<file path="config.mk">
export PLATFORM = sky130hd
export DESIGN_NAME = swic_ctrl
export DESIGN_NICKNAME = d
export VERILOG_FILES = /design/src/verilog/swic_pkg.sv /design/src/verilog/swic_ctrl.sv
export VERILOG_INCLUDE_DIRS = /design/src /design/src/verilog
export SDC_FILE = /design/constraint.sdc
export NUM_CORES = 1
export LEC_CHECK = 0
export ABC_CLOCK_PERIOD_IN_PS = 4300
export BUFFER_PORTS_ARGS = -buffer_cell sky130_fd_sc_hd__buf_2
export CORE_UTILIZATION = 35
export DETAILED_ROUTE_END_ITERATION = 7
export MAX_ROUTING_LAYER = met4
export PLACE_DENSITY = 0.5
export SYNTH_ARGS = -nofsm -noshare
export SYNTH_HDL_FRONTEND = slang
export SYNTH_SLANG_ARGS = --single-unit
export TNS_END_PERCENT = 50
</file>
<file path="constraint.sdc">
create_clock -name CORE_CLK_I -period 4.3 [get_ports CORE_CLK_I]
set_clock_uncertainty 0.15 [all_clocks]
set_input_delay 0.43 -clock CORE_CLK_I [delete_from_list [all_inputs] [get_ports CORE_CLK_I]]
set_output_delay 0.43 -clock CORE_CLK_I [all_outputs]
set_load 0.05 [all_outputs]
</file>
<file path="src/verilog/swic_regs.svh">
// Constants for the switch interface control block: command word fields and reset values.
`ifndef SWIC_REGS_SVH
`define SWIC_REGS_SVH
`define SWIC_BIT_WD_DISABLE   0
`define SWIC_BIT_SLOPE_IRQ    1
`define SWIC_BIT_INT_CTRL     2
`define SWIC_BIT_SINK_SEL     3
`define SWIC_BIT_SRC_ENABLE   4
`define SWIC_ADDR_LSB         5
`define SWIC_ADDR_MSB         7
`define SWIC_BIT_PROG_ENABLE  8
`define SWIC_BIT_CUR_MULT     9
`define SWIC_BIT_MON_ENABLE   10
`define SWIC_MON_SEL_LSB      11
`define SWIC_MON_SEL_MSB      14
`define SWIC_BIT_MON_LOAD     15
`define SWIC_SINK_PORTS       3
`define SWIC_RST_CFG          8'h00
`define SWIC_RST_STATUS       16'h0000
`endif

</file>
<file path="src/verilog/swic_pkg.sv">
// Types shared by the switch interface control block.
package swic_pkg;
  typedef enum logic [1:0] {
    SWIC_IDLE,
    SWIC_SHIFT,
    SWIC_DONE
  } swic_spi_state_t;
endpackage : swic_pkg

</file>
<file path="src/verilog/swic_ctrl.sv">
// Switch interface control: SPI command decode, per-port source control, comparator sampling and interrupt.
//
// What this block does
// - With programming enable set, bit 1 is the addressed port's interrupt enable.
// - With programming enable clear, bit 1 sets the common slope control disable.
// - Source enable bit turns the addressed port's current source on or off.
// - Internal control bit picks modulation input or source enable as port control.
// - Sink/source select changes sink or source mode; only ports 1 to 3 obey it.
// - One common slope disable bit acts on all eight sources; zero means gradual.
// - Port configuration changes only when addressed and programming enable is one.
// - Current multiplier setting halves source current versus the default setting.
// - With source enable set, internal control clear and modulation input high turns the source on.
// - Comparator is sampled on each falling edge of the port's control signal.
// - Enabled port whose sampled state changes drives the interrupt pin low.
// - Interrupt pin stays low until the next SPI command completes.
// - Status flags track comparator changes; returned word refreshes after a command.
// - Monitor output selects battery sense or one of the eight switch ports.
`timescale 1ns/100ps
`include "swic_regs.svh"

module swic_ctrl
  import swic_pkg::*;
#(
  parameter int NPORTS = 8,
  parameter int WORD_W = 16
) (
  input  wire logic              CORE_CLK_I,        // Core clock, 200 MHz.
  input  wire logic              RESETN_I,          // Synchronous reset, active low.
  input  wire logic              SPI_SCK_I,         // SPI clock from the master, sampled.
  input  wire logic              SPI_CS_N_I,        // SPI chip select, active low.
  input  wire logic              SPI_MOSI_I,        // SPI data in, MSB first.
  output logic                   SPI_MISO_O,        // SPI data out, status word MSB first.
  input  wire logic [2:0]        MOD_IN_I,          // Modulation inputs one to three.
  input  wire logic [NPORTS-1:0] COMP_I,            // High-voltage comparator outputs.
  output logic [NPORTS-1:0]      SRC_ON_O,          // Current source on per port.
  output logic [NPORTS-1:0]      SINK_MODE_O,       // Low-side sink mode per port.
  output logic                   SLOPE_DISABLE_O,   // Common slope control disable.
  output logic                   CUR_HALF_O,        // Source current halved.
  output logic                   MON_ENABLE_O,      // Voltage monitor enabled.
  output logic [3:0]             MON_SEL_O,         // Monitor source: 0 battery, 1..8 ports.
  output logic                   WD_DISABLE_O,      // Watchdog disable bit as written.
  output logic                   IRQ_N_O            // Interrupt output, active low.
);

  // Two-stage synchronisers for every pin from outside this clock domain.
  logic [2:0]        sck_sync_ff, cs_sync_ff, mosi_sync_ff;
  logic [2:0]        mod_s1_ff, mod_s2_ff;
  logic [NPORTS-1:0] comp_s1_ff, comp_s2_ff;

  always_ff @(posedge CORE_CLK_I) begin
    if (!RESETN_I) begin
      sck_sync_ff  <= 3'h0;
      cs_sync_ff   <= 3'h7;
      mosi_sync_ff <= 3'h0;
      mod_s1_ff    <= 3'h0;
      mod_s2_ff    <= 3'h0;
      comp_s1_ff   <= '0;
      comp_s2_ff   <= '0;
    end else begin
      sck_sync_ff  <= {sck_sync_ff[1:0], SPI_SCK_I};
      cs_sync_ff   <= {cs_sync_ff[1:0], SPI_CS_N_I};
      mosi_sync_ff <= {mosi_sync_ff[1:0], SPI_MOSI_I};
      mod_s1_ff    <= MOD_IN_I;
      mod_s2_ff    <= mod_s1_ff;
      comp_s1_ff   <= COMP_I;
      comp_s2_ff   <= comp_s1_ff;
    end
  end

  // Edge detection reads only the second and third stages, never the first.
  logic sck_rise, sck_fall, cs_act, cs_start, cs_end;
  assign sck_rise = sck_sync_ff[1] & ~sck_sync_ff[2];
  assign sck_fall = ~sck_sync_ff[1] & sck_sync_ff[2];
  assign cs_act   = ~cs_sync_ff[1];
  assign cs_start = ~cs_sync_ff[1] & cs_sync_ff[2];
  assign cs_end   = cs_sync_ff[1] & ~cs_sync_ff[2];

  // SPI slave: shift in on rising SCK, shift out on falling SCK, commit when CS rises after 16 bits.
  swic_spi_state_t   state_ff;
  logic [WORD_W-1:0] rx_ff, tx_ff, status_ff;
  logic [4:0]        bit_cnt_ff;
  logic              cmd_done;
  assign cmd_done = (state_ff == SWIC_SHIFT) && cs_end && (bit_cnt_ff == 5'(WORD_W));

  always_ff @(posedge CORE_CLK_I) begin
    if (!RESETN_I) begin
      state_ff   <= SWIC_IDLE;
      rx_ff      <= '0;
      tx_ff      <= '0;
      bit_cnt_ff <= 5'h00;
    end else begin
      case (state_ff)
        SWIC_IDLE: begin
          if (cs_start) begin
            state_ff   <= SWIC_SHIFT;
            bit_cnt_ff <= 5'h00;
            tx_ff      <= status_ff;  // Word returned is the one latched at the last command end.
          end
        end
        SWIC_SHIFT: begin
          if (!cs_act) begin
            state_ff <= SWIC_DONE;
          end else if (sck_rise) begin
            rx_ff      <= {rx_ff[WORD_W-2:0], mosi_sync_ff[1]};
            bit_cnt_ff <= (bit_cnt_ff == 5'(WORD_W)) ? bit_cnt_ff : bit_cnt_ff + 5'h01;
          end else if (sck_fall) begin
            tx_ff <= {tx_ff[WORD_W-2:0], 1'b0};
          end
        end
        SWIC_DONE: state_ff <= SWIC_IDLE;
        default:   state_ff <= SWIC_IDLE;
      endcase
    end
  end
  assign SPI_MISO_O = tx_ff[WORD_W-1];

  // Command decode; a word with a short bit count is ignored as a whole.
  logic [2:0] addr;
  logic       prog_en;
  assign addr    = rx_ff[`SWIC_ADDR_MSB:`SWIC_ADDR_LSB];
  assign prog_en = rx_ff[`SWIC_BIT_PROG_ENABLE];

  // Per-port configuration, changed only by an addressed word with programming enable.
  logic [NPORTS-1:0] src_en_ff, int_ctl_ff, sink_ff, irq_en_ff;
  always_ff @(posedge CORE_CLK_I) begin
    if (!RESETN_I) begin
      src_en_ff  <= `SWIC_RST_CFG;
      int_ctl_ff <= `SWIC_RST_CFG;
      sink_ff    <= `SWIC_RST_CFG;
      irq_en_ff  <= `SWIC_RST_CFG;
    end else if (cmd_done && prog_en) begin
      src_en_ff[addr]  <= rx_ff[`SWIC_BIT_SRC_ENABLE];
      int_ctl_ff[addr] <= rx_ff[`SWIC_BIT_INT_CTRL];
      irq_en_ff[addr]  <= rx_ff[`SWIC_BIT_SLOPE_IRQ];
      // Only the first three ports have a sink stage.
      sink_ff[addr] <= (int'(addr) < `SWIC_SINK_PORTS) ? rx_ff[`SWIC_BIT_SINK_SEL] : 1'b0;
    end
  end

  // Common settings from every completed word; slope disable only without programming enable, monitor only with bit 15.
  always_ff @(posedge CORE_CLK_I) begin
    if (!RESETN_I) begin
      SLOPE_DISABLE_O <= 1'b0;
      CUR_HALF_O      <= 1'b0;
      MON_ENABLE_O    <= 1'b0;
      MON_SEL_O       <= 4'h0;
      WD_DISABLE_O    <= 1'b0;
    end else if (cmd_done) begin
      if (!prog_en) begin
        SLOPE_DISABLE_O <= rx_ff[`SWIC_BIT_SLOPE_IRQ];
      end
      CUR_HALF_O   <= rx_ff[`SWIC_BIT_CUR_MULT];
      WD_DISABLE_O <= rx_ff[`SWIC_BIT_WD_DISABLE];
      if (rx_ff[`SWIC_BIT_MON_LOAD]) begin
        MON_ENABLE_O <= rx_ff[`SWIC_BIT_MON_ENABLE];
        // Out-of-range selections fall back to battery sense.
        MON_SEL_O <= (rx_ff[`SWIC_MON_SEL_MSB:`SWIC_MON_SEL_LSB] > 4'h8) ? 4'h0
                     : rx_ff[`SWIC_MON_SEL_MSB:`SWIC_MON_SEL_LSB];
      end
    end
  end

  // Control signal per port: fixed map of modulation inputs, or the source enable bit.
  logic [NPORTS-1:0] mod_map;
  assign mod_map = {mod_s2_ff[0], mod_s2_ff[0], mod_s2_ff[1], mod_s2_ff[1],
                    mod_s2_ff[2], mod_s2_ff[2], mod_s2_ff[1], mod_s2_ff[0]};
  logic [NPORTS-1:0] drive;
  always_comb begin
    for (int i = 0; i < NPORTS; i++) begin
      drive[i] = src_en_ff[i] & (int_ctl_ff[i] | mod_map[i]);
    end
  end

  always_ff @(posedge CORE_CLK_I) begin
    if (!RESETN_I) begin
      SRC_ON_O    <= '0;
      SINK_MODE_O <= '0;
    end else begin
      SRC_ON_O    <= drive;
      SINK_MODE_O <= sink_ff;
    end
  end

  // Sample comparators on each falling edge of the per-port control signal.
  logic [NPORTS-1:0] drive_d_ff, sample_ff;
  logic [NPORTS-1:0] fall_ev, change_ev;
  assign fall_ev   = drive_d_ff & ~drive;
  assign change_ev = fall_ev & (comp_s2_ff ^ sample_ff);

  always_ff @(posedge CORE_CLK_I) begin
    if (!RESETN_I) begin
      drive_d_ff <= '0;
      sample_ff  <= '0;
    end else begin
      drive_d_ff <= drive;
      for (int i = 0; i < NPORTS; i++) begin
        if (fall_ev[i]) begin
          sample_ff[i] <= comp_s2_ff[i];
        end
      end
    end
  end

  // Interrupt latch: a new change wins over the clear at command end.
  logic irq_ff;
  always_ff @(posedge CORE_CLK_I) begin
    if (!RESETN_I) begin
      irq_ff <= 1'b0;
    end else if (|(change_ev & irq_en_ff)) begin
      irq_ff <= 1'b1;
    end else if (cmd_done) begin
      irq_ff <= 1'b0;
    end
  end
  assign IRQ_N_O = ~irq_ff;

  // Switch state flags follow sampled state; the returned word refreshes only at command end.
  always_ff @(posedge CORE_CLK_I) begin
    if (!RESETN_I) begin
      status_ff <= `SWIC_RST_STATUS;
    end else if (cmd_done) begin
      status_ff <= {7'h00, irq_ff, sample_ff};
    end
  end

  // Checks.
  a_cfg_needs_prog: assert property (@(posedge CORE_CLK_I) disable iff (!RESETN_I)
    !(cmd_done && prog_en) |=> $stable(src_en_ff) && $stable(irq_en_ff))
    else $error("Port configuration changed without programming enable.");
  a_irq_raise: assert property (@(posedge CORE_CLK_I) disable iff (!RESETN_I)
    |(change_ev & irq_en_ff) |=> !IRQ_N_O)
    else $error("Enabled comparator change did not raise interrupt.");
  a_irq_hold: assert property (@(posedge CORE_CLK_I) disable iff (!RESETN_I)
    (!IRQ_N_O && !cmd_done) |=> !IRQ_N_O)
    else $error("Interrupt released before command end.");
  a_no_sink_high: assert property (@(posedge CORE_CLK_I) disable iff (!RESETN_I)
    SINK_MODE_O[NPORTS-1:3] == '0)
    else $error("Sink mode on a port without sink stage.");
  a_status_stable: assert property (@(posedge CORE_CLK_I) disable iff (!RESETN_I)
    !cmd_done |=> $stable(status_ff))
    else $error("Status word changed outside command end.");
  a_slope_common: assert property (@(posedge CORE_CLK_I) disable iff (!RESETN_I)
    (cmd_done && !prog_en) |=> SLOPE_DISABLE_O == $past(rx_ff[1]))
    else $error("Slope disable not taken from bit 1.");
  a_mod_drive: assert property (@(posedge CORE_CLK_I) disable iff (!RESETN_I)
    (src_en_ff[0] && !int_ctl_ff[0] && mod_s2_ff[0]) |=> SRC_ON_O[0])
    else $error("Modulation input high did not turn source on.");
  a_sample_edge: assert property (@(posedge CORE_CLK_I) disable iff (!RESETN_I)
    fall_ev[0] |=> sample_ff[0] == $past(comp_s2_ff[0]))
    else $error("Comparator not sampled on falling control edge.");
  a_mon_range: assert property (@(posedge CORE_CLK_I) disable iff (!RESETN_I)
    MON_SEL_O <= 4'h8)
    else $error("Monitor selection out of range.");
  a_cur_half: assert property (@(posedge CORE_CLK_I) disable iff (!RESETN_I)
    cmd_done |=> CUR_HALF_O == $past(rx_ff[9]))
    else $error("Current multiplier not taken.");
  c_prog_word: cover property (@(posedge CORE_CLK_I) disable iff (!RESETN_I) cmd_done && prog_en);
  c_irq: cover property (@(posedge CORE_CLK_I) disable iff (!RESETN_I) $fell(IRQ_N_O));
  c_irq_clear: cover property (@(posedge CORE_CLK_I) disable iff (!RESETN_I) $rose(IRQ_N_O));
  c_sample: cover property (@(posedge CORE_CLK_I) disable iff (!RESETN_I) |change_ev);

endmodule : swic_ctrl

</file>
==> metrics.md, run 1 <==
| Metric | Value |
|---|---|
| Detailed Route Iter0 Violations | `191` |
| Hold EP | `comp_s1_ff[3]` |
| Diode count | `0` |
| Type of origin of the critical path | `flop` |
| I/O Pins | `42` |
| Num CTS Buffers | `17` |
| Hold-fix buffers at CTS | `0` |
| Initial Utilization | `35.67%` |
| Final Hold Viols | `0` |
| Yosys reg bits | `143` |
| Largest family of logic cells by synthesized area | `simple AND/OR/NAND/NOR gates` |
| CP max FO | `19` |
| Slew Limit Headroom | `between 30 and 40%` |
| Final Max Tran Viols | `0` |
| Clk_lat worst skew | `approximately 420 ps` |
| Finished Cell Area | `0.006050 mm^2` |
| Num rows | `44` |
| Tot GR Track Use | `15.93%` |
| Period utilization | `about 62%` |
| Outcome | `complete, no violations` |
| F_max | `0.3737 GHz` |
| Setup TNS | `0 ps` |
| Power density over the cells | `451.0 mW/mm^2` |
| Total grt overflow | `0` |
| Max-cap violation count | `0` |
| Number of port buffers | `41` |
| Yosys top cell by area | `dfxtp_1` |
| Initial antenna violation count | `0` |
| Remaining DRCs | `0` |
| Hold_sp | `COMP_I[3]` |
| Vias per std cell | `between 4 and 5` |
| Core ar. | `0.01448 mm^2` |
| Dpl hpwl | `7302 um` |
| Mapped Area | `between 0.005 and 0.006 mm^2` |
| Wire per inst | `between 10 and 15 um` |
| Syn Inst Count | `532` |
| RR Startpoint | `bit_cnt_ff[0]` |
| Worst Path Required | `around 4400 ps` |
| Adder-cell share of the synthesized area | `less than 1%` |
| Final setup violation count | `0` |
| Mux share of post-synthesis cell area | `9.908%` |
| Cell Area, Placed | `0.005518 mm^2` |
| Die span in x | `123.5 um` |
| Post-synth EDFFs | `0` |
| Compound-Gate Fraction of Synth Area | `7.534%` |
| R2r setup slk | `roughly 1600 ps` |
| P_leak | `2.324 nW` |
| Largest net degree at the start of global routing | `59` |
| Syn-to-layout area delta | `17.13%` |
| Worst hold stages | `2` |
| Fin nets | `587` |
| Area occupied by multi-input gates | `approximately 0.0022 mm^2` |
| Register area | `0.002863 mm^2` |
| Gp weighted congestion | `just under 0.8` |
| Clk slew on worst S/H paths | `roughly 60 ps` |
| Total routed wirelength | `10880 um` |
| Share of flip-flops with an asynchronous set or reset | `0%` |
| Worst slew pin tran | `about 960 ps` |
| Gates resized, CTS repair | `0` |
| Worst VDD drop | `about 0.24 mV` |
| Synth Flop Type | `dfxtp_1` |
| CP arrival | `approximately 2800 ps` |
| Clock sinks | `143` |
| Post-Synth Simple-Gate Area | `22.53%` |
| First-pass GRT wire length | `17530 um` |
| Vias in the first global route | `3424` |
| Pre-antenna DRT Iters | `4` |
| Synth top area cells | `dfxtp_1 55%, mux2i_1 9.7%, nand2_1 5.5%, and2_1 4.2%, a21oi_1 3.6%` |
| Layout cells sized above 1 | `14.26%` |
| Area of the die | `0.01525 mm^2` |
| Fill cell count | `1449` |
| Min-delay worst type | `in -> reg` |
| Via count | `3646` |
| CP Capture Type | `flop` |
| Syn_nets | `550` |
| Antenna viol nets, final | `0` |
| Critical path class | `reg -> reg` |
| Reg2reg path depth | `6` |
| Synth Area in XOR/XNOR | `around 1.4%` |
| Post-synthesis sequential area ratio | `55.43%` |
| TritonCTS clock tree | `built` |
| Clock Path Buffers | `2` |
| Root Buffer | `clkbuf_16` |
| RSZ-0062 raised after global routing | `no` |
| Die Span Y | `123.5 um` |
| Avg Cell Area, Syn | `9.709 um^2` |
| Yosys warning count | `0` |
| Final Critical Period | `2676 ps` |
| R2r endpoint | `sink_ff[0]` |
| Share of the synthesized area in the top cell type | `55.43%` |
| # Post-CTS Setup Buffers | `0` |
| H-tree depth | `4` |
| Netlist cell types | `46` |
## cells in the mapped netlist, drive strengths merged (2+ instances only)
library cell / instances
a211oi: 8
a21oi: 37
and2: 35
and3b: 2
and4b: 2
and4bb: 2
buf: 7
clkbuf: 20
dfxtp: 143
ha: 2
inv: 8
mux2i: 50
nand2: 75
nand2b: 5
nand3: 20
nand4: 5
nand4b: 3
nand4bb: 2
nor2: 49
nor2b: 7
nor4: 3
nor4b: 2
o21ai: 13
o22ai: 2
o31ai: 3
or3b: 3
or4: 4
xor2: 8
## cell type report
type / instances / area share (%)
clock buffer: 26 / 8.252
clock inverter: 6 / 0.5377
inverter: 8 / 0.4964
multi-input combinational: 354 / 35.70
sequential: 143 / 47.32
tap: 184 / 3.806
timing repair buffer: 45 / 3.888
## worst max-delay path, cell delays in order, from the launching register on
cell and delay (ps):
dfxtp_1 330, inv_1 80, ha_1 170, and4bb_1 250, and4b_1 740, or4b_1 660
mux2i_1 170
## where the power goes
part / switching, W / total (W) / internal, W
clock network: 0.000528 / 0.00132 / 0.000793
registers: 0.00000798 / 0.00135 / 0.00134
logic: 0.0000360 / 0.0000567 / 0.0000207
total: 0.000572 / 0.00273 / 0.00216
## how the worst max path moves through the flow
stage                        from            end  slack [ps]
detailed placement  bit_cnt_ff[0]     sink_ff[0]        1620
global route        bit_cnt_ff[0]  int_ctl_ff[4]        1460
floorplan           bit_cnt_ff[0]  int_ctl_ff[0]        2290
global placement    bit_cnt_ff[0]   irq_en_ff[0]        1710
CTS                 bit_cnt_ff[0]     sink_ff[0]        1610
finish              bit_cnt_ff[0]     sink_ff[0]        1620
## routing by layer
| layer | routed length (um) | GRT usage (%) | up-vias | share of wire [%] |
|---|---|---|---|---|
| li1 | - | - | 1885 | - |
| met1 | 5561 | 20.52 | 1695 | 51 |
| met2 | 4807 | 23.50 | 54 | 44 |
| met3 | 340 | 4.613 | 12 | 3.1 |
| met4 | 165 | 6.099 | 0 | 1.5 |
| met5 | 0 | - | - | 0 |
## sequential cells by signal (all words and copies together) (netlist names), 2 cells and up
| register | cells |
|---|---|
| bit_cnt_ff | 5 |
| MON_SEL_O | 4 |
| drive_d_ff | 8 |
| int_ctl_ff | 8 |
| status_ff | 9 |
| sink_ff | 8 |
| mod_s1_ff | 3 |
| mosi_sync_ff | 2 |
| comp_s1_ff | 8 |
| rx_ff | 16 |
| state_ff | 2 |
| sample_ff | 8 |
| SINK_MODE_O | 8 |
| comp_s2_ff | 8 |
| irq_en_ff | 8 |
| cs_sync_ff | 3 |
| tx_ff | 16 |
| mod_s2_ff | 3 |
| src_en_ff | 8 |
| sck_sync_ff | 3 |
## cells by family (layout without fill, tap and decap cells)
family	count (synthesis)	in the layout
flip-flops	143	143
multiplexers	51	51
buffers and inverters	35	85
XOR/XNOR	8	8
AND/OR/NAND/NOR	225	225
adder cells (fa/ha/maj)	2	2
AO/OA/AOI/OAI	68	68
## layout by cell type, fill, tap and decap left out, types with 2 or more instances in the layout
cell type  instances
dfxtp_1          143
nand2_1           75
mux2i_1           50
nor2_1            49
buf_2             41
a21oi_1           37
and2_1            35
nand3_1           20
clkbuf_16         17
o21ai_0           12
a211oi_1           8
xor2_1             8
inv_1              7
nor2b_1            7
nand2b_1           5
nand4_1            5
clkinv_2           5
clkbuf_1           5
or4_1              4
clkbuf_8           4
buf_4              4
o31ai_1            3
nand4b_1           3
nor4_2             3
or3b_2             3
and4b_1            2
and3b_1            2
nand4bb_1          2
o22ai_1            2
ha_1               2
## through the flow
stage / utilization (%) / hold slack (ps) / worst slack (ps) / power (W) / cells
2_1_floorplan: - / 236.3 / 2291 / 0.001417 / 532
3_3_place_gp: 38.11 / 253.1 / 1713 / 0.001436 / 734
3_5_place_dp: 38.11 / 254.0 / 1620 / 0.001437 / 734
4_1_cts: 41.78 / 45.67 / 1611 / 0.002768 / 766
5_1_grt: 41.78 / 49.65 / 1458 / 0.002838 / 766
6_report: 41.78 / 64.67 / 1624 / 0.002728 / 766
Power figures use the tool's default switching activity.
==> inputs of run 2 (changes only) <==
--- a/config.mk
+++ b/config.mk
@@ -6,7 +6,7 @@
 export SDC_FILE = /design/constraint.sdc
 export NUM_CORES = 1
 export LEC_CHECK = 0
-export ABC_CLOCK_PERIOD_IN_PS = 4300
+export ABC_CLOCK_PERIOD_IN_PS = 2500
 export BUFFER_PORTS_ARGS = -buffer_cell sky130_fd_sc_hd__buf_2
 export CORE_UTILIZATION = 35
 export DETAILED_ROUTE_END_ITERATION = 7
==> constraint.sdc (replaced) <==
create_clock -name CORE_CLK_I -period 2.5 [get_ports CORE_CLK_I]
set_clock_uncertainty 0.15 [all_clocks]
set_input_delay 0.25 -clock CORE_CLK_I [delete_from_list [all_inputs] [get_ports CORE_CLK_I]]
set_output_delay 0.25 -clock CORE_CLK_I [all_outputs]
set_load 0.05 [all_outputs]
==> metrics.md, run 2 (synthesized netlist as in run 1, its figures left out) <==
| Metric | Value |
|---|---|
| Die Span Y | `about 120 um` |
| Commonest non-fill, non-tap cell in the layout | `dfxtp_1` |
| Hold_sp | `cs_sync_ff[0]` |
| Hold EP | `cs_sync_ff[1]` |
| Type of origin of the critical path | `flop` |
| Remaining DRCs | `0` |
| R2r endpoint | `bit_cnt_ff[3]` |
| Flop pwr share | `between 40% and 50%` |
| Syn-to-layout area delta | `23.50%` |
| Placed insts | `738` |
| RSZ-0062 raised after global routing | `no` |
| Die span in x | `123.5 um` |
| Reg2reg path depth | `6` |
| Via count | `3727` |
| First-pass GRT wire length | `18260 um` |
| Final Critical Period | `2236 ps` |
| Clock Path Buffers | `2` |
| Initial Utilization | `a little over a third` |
| Wire per inst | `14.09 um` |
| NetSw | `between 0.001 and 0.0015 W` |
| Final setup violation count | `0` |
| Num rows | `44` |
| Hold-fix buffers at CTS | `16` |
| # Post-CTS Setup Buffers | `0` |
| CP max FO | `10` |
| Initial antenna violation count | `0` |
| Period utilization | `89.44%` |
| Largest net degree at the start of global routing | `83` |
| Crit-path max cell delay | `580 ps` |
| Sw Share | `19.42%` |
| Gates resized, CTS repair | `0` |
| Worst hold stages | `1` |
| H-tree depth | `4` |
| P_leak | `2.471 nW` |
| Fin nets | `607` |
| Max-cap violation count | `0` |
| Root Buffer | `clkbuf_16` |
| I/O Pins | `42` |
| Num CTS Buffers | `17` |
| Worst Path Required | `2690 ps` |
| Setup TNS | `0 ps` |
| Total grt overflow | `0` |
| Tot GR Track Use | `between 15 and 20%` |
| Comb power frac | `2.3%` |
| Slew Limit Headroom | `50.08%` |
| Min-delay worst type | `reg -> reg` |
| Detailed Route Iter0 Violations | `128` |
| Critical path class | `reg -> reg` |
| Final core utilization | `about 44%` |
| Vias per std cell | `4.742` |
| TritonCTS clock tree | `built` |
| Area of the die | `0.01525 mm^2` |
| Slowest CP cell | `or4_1` |
| Antenna viol nets, final | `0` |
| Clk_lat worst skew | `approximately 410 ps` |
| Dpl hpwl | `roughly 7200 um` |
| CP arrival | `2430 ps` |
| Largest regs | `rx_ff: 16 flops, tx_ff: 16 flops, status_ff: 9 flops` |
| F_max | `0.4472 GHz` |
| RR Startpoint | `bit_cnt_ff[0]` |
| Number of port buffers | `41` |
| Diode count | `0` |
| Clk slew on worst S/H paths | `60 ps` |
| Core ar. | `0.01448 mm^2` |
| Total routed wirelength | `11070 um` |
| Pre-antenna DRT Iters | `4` |
| P_int | `0.004216 W` |
| Fill cell count | `1402` |
| Gp weighted congestion | `0.7977` |
| Layout cells sized above 1 | `14.78%` |
| CP Capture Type | `flop` |
| Fin cells | `786` |
| Clock sinks | `between 100 and 150` |
| Clock share of power | `53.3%` |
| Outcome | `complete, no violations` |
| R2r setup slk | `260 ps` |
| CP Cell Sequence | `inv_1, ha_1, nand4bb_1, a41oi_1, or4_1, a21oi_1` |
| Vias in the first global route | `3740` |
| Power density over the cells | `820.2 mW/mm^2` |
| Final Max Tran Viols | `0` |
| Final Hold Viols | `0` |
| Worst VDD drop | `0.4757 mV` |
| Worst slew pin tran | `739.1 ps` |
| Most frequent cells in the layout | `143 x dfxtp_1, 75 x nand2_1, 50 x mux2i_1` |
==> run 2: cell count changes in the layout (fill, tap and decap cells not counted), sizes merged <==
| cell | before | now |
|---|---|---|
| bufinv | 0 | 5 |
| clkinv | 5 | 3 |
| clkbuf | 26 | 23 |
| dlygate4sd3 | 0 | 16 |
| buf | 45 | 49 |
==> run 2: worst max-delay path by stage <==
stage	cells past startpoint	from	end	slack, ps
4_1_cts	6	bit_cnt_ff[0]	bit_cnt_ff[3]	300
5_1_grt	6	bit_cnt_ff[0]	bit_cnt_ff[4]	110
6_report	6	bit_cnt_ff[0]	bit_cnt_ff[3]	260
2_1_floorplan	8	bit_cnt_ff[0]	int_ctl_ff[0]	490
3_5_place_dp	6	bit_cnt_ff[0]	bit_cnt_ff[4]	330
3_3_place_gp	6	bit_cnt_ff[0]	bit_cnt_ff[4]	380
==> run 2: power groups by stage <==
| stage | Clock (W) | Combinational, W | Sequential [W] |
|---|---|---|---|
| 2_1_floorplan | 0 | 0.0000693 | 0.00237 |
| 3_3_place_gp | 0 | 0.0000998 | 0.00237 |
| 3_5_place_dp | 0 | 0.000101 | 0.00237 |
| 4_1_cts | 0.00285 | 0.000121 | 0.00232 |
| 5_1_grt | 0.00296 | 0.000133 | 0.00233 |
| 6_report | 0.00279 | 0.000119 | 0.00232 |
==> run 2: per-layer routing <==
metal  vias to the layer above  GRT usage, %  part of all wire (%)  routed length [um]
li1                       1921             -                     -                   -
met1                      1745         19.81                    50                5541
met2                        52         25.91                    46                5089
met3                         9         4.659                   2.9                 325
met4                         0         6.024                   1.1                 117
met5                         -             -                     0                   0
==> run 2: cell type report <==
type	instances	area [um^2]	share of cell area (%)
sequential	143	2863	44.88
multi-input combinational	354	2160	33.86
clock buffer	23	478.0	7.493
timing repair buffer	65	437.9	6.865
tap	184	230.2	3.609
clock inverter	9	180.2	2.825
inverter	8	30.03	0.4708
==> run 2: worst max-delay path: cells and delay by family (launching register included) <==
| family | cells | cell delay [ps] |
|---|---|---|
| AND/OR/NAND/NOR | 2 | 830 |
| flip-flops | 1 | 380 |
| adder cells (fa/ha/maj) | 1 | 210 |
| AO/OA/AOI/OAI | 2 | 530 |
| buffers and inverters | 1 | 80 |
==> run 2: stage by stage <==
| stage | hold WS [ps] | setup slack (ps) | total power [W] | instance area (um^2) |
|---|---|---|---|---|
| 5_1_grt | 299.5 | 111.3 | 0.005413 | 6379 |
| 3_3_place_gp | 263.7 | 381.1 | 0.002473 | 5560 |
| 2_1_floorplan | 201.5 | 490.9 | 0.002437 | 5165 |
| 4_1_cts | 274.9 | 305.0 | 0.005290 | 6379 |
| 3_5_place_dp | 260.3 | 325.8 | 0.002474 | 5560 |
| 6_report | 270.4 | 264.1 | 0.005232 | 6379 |
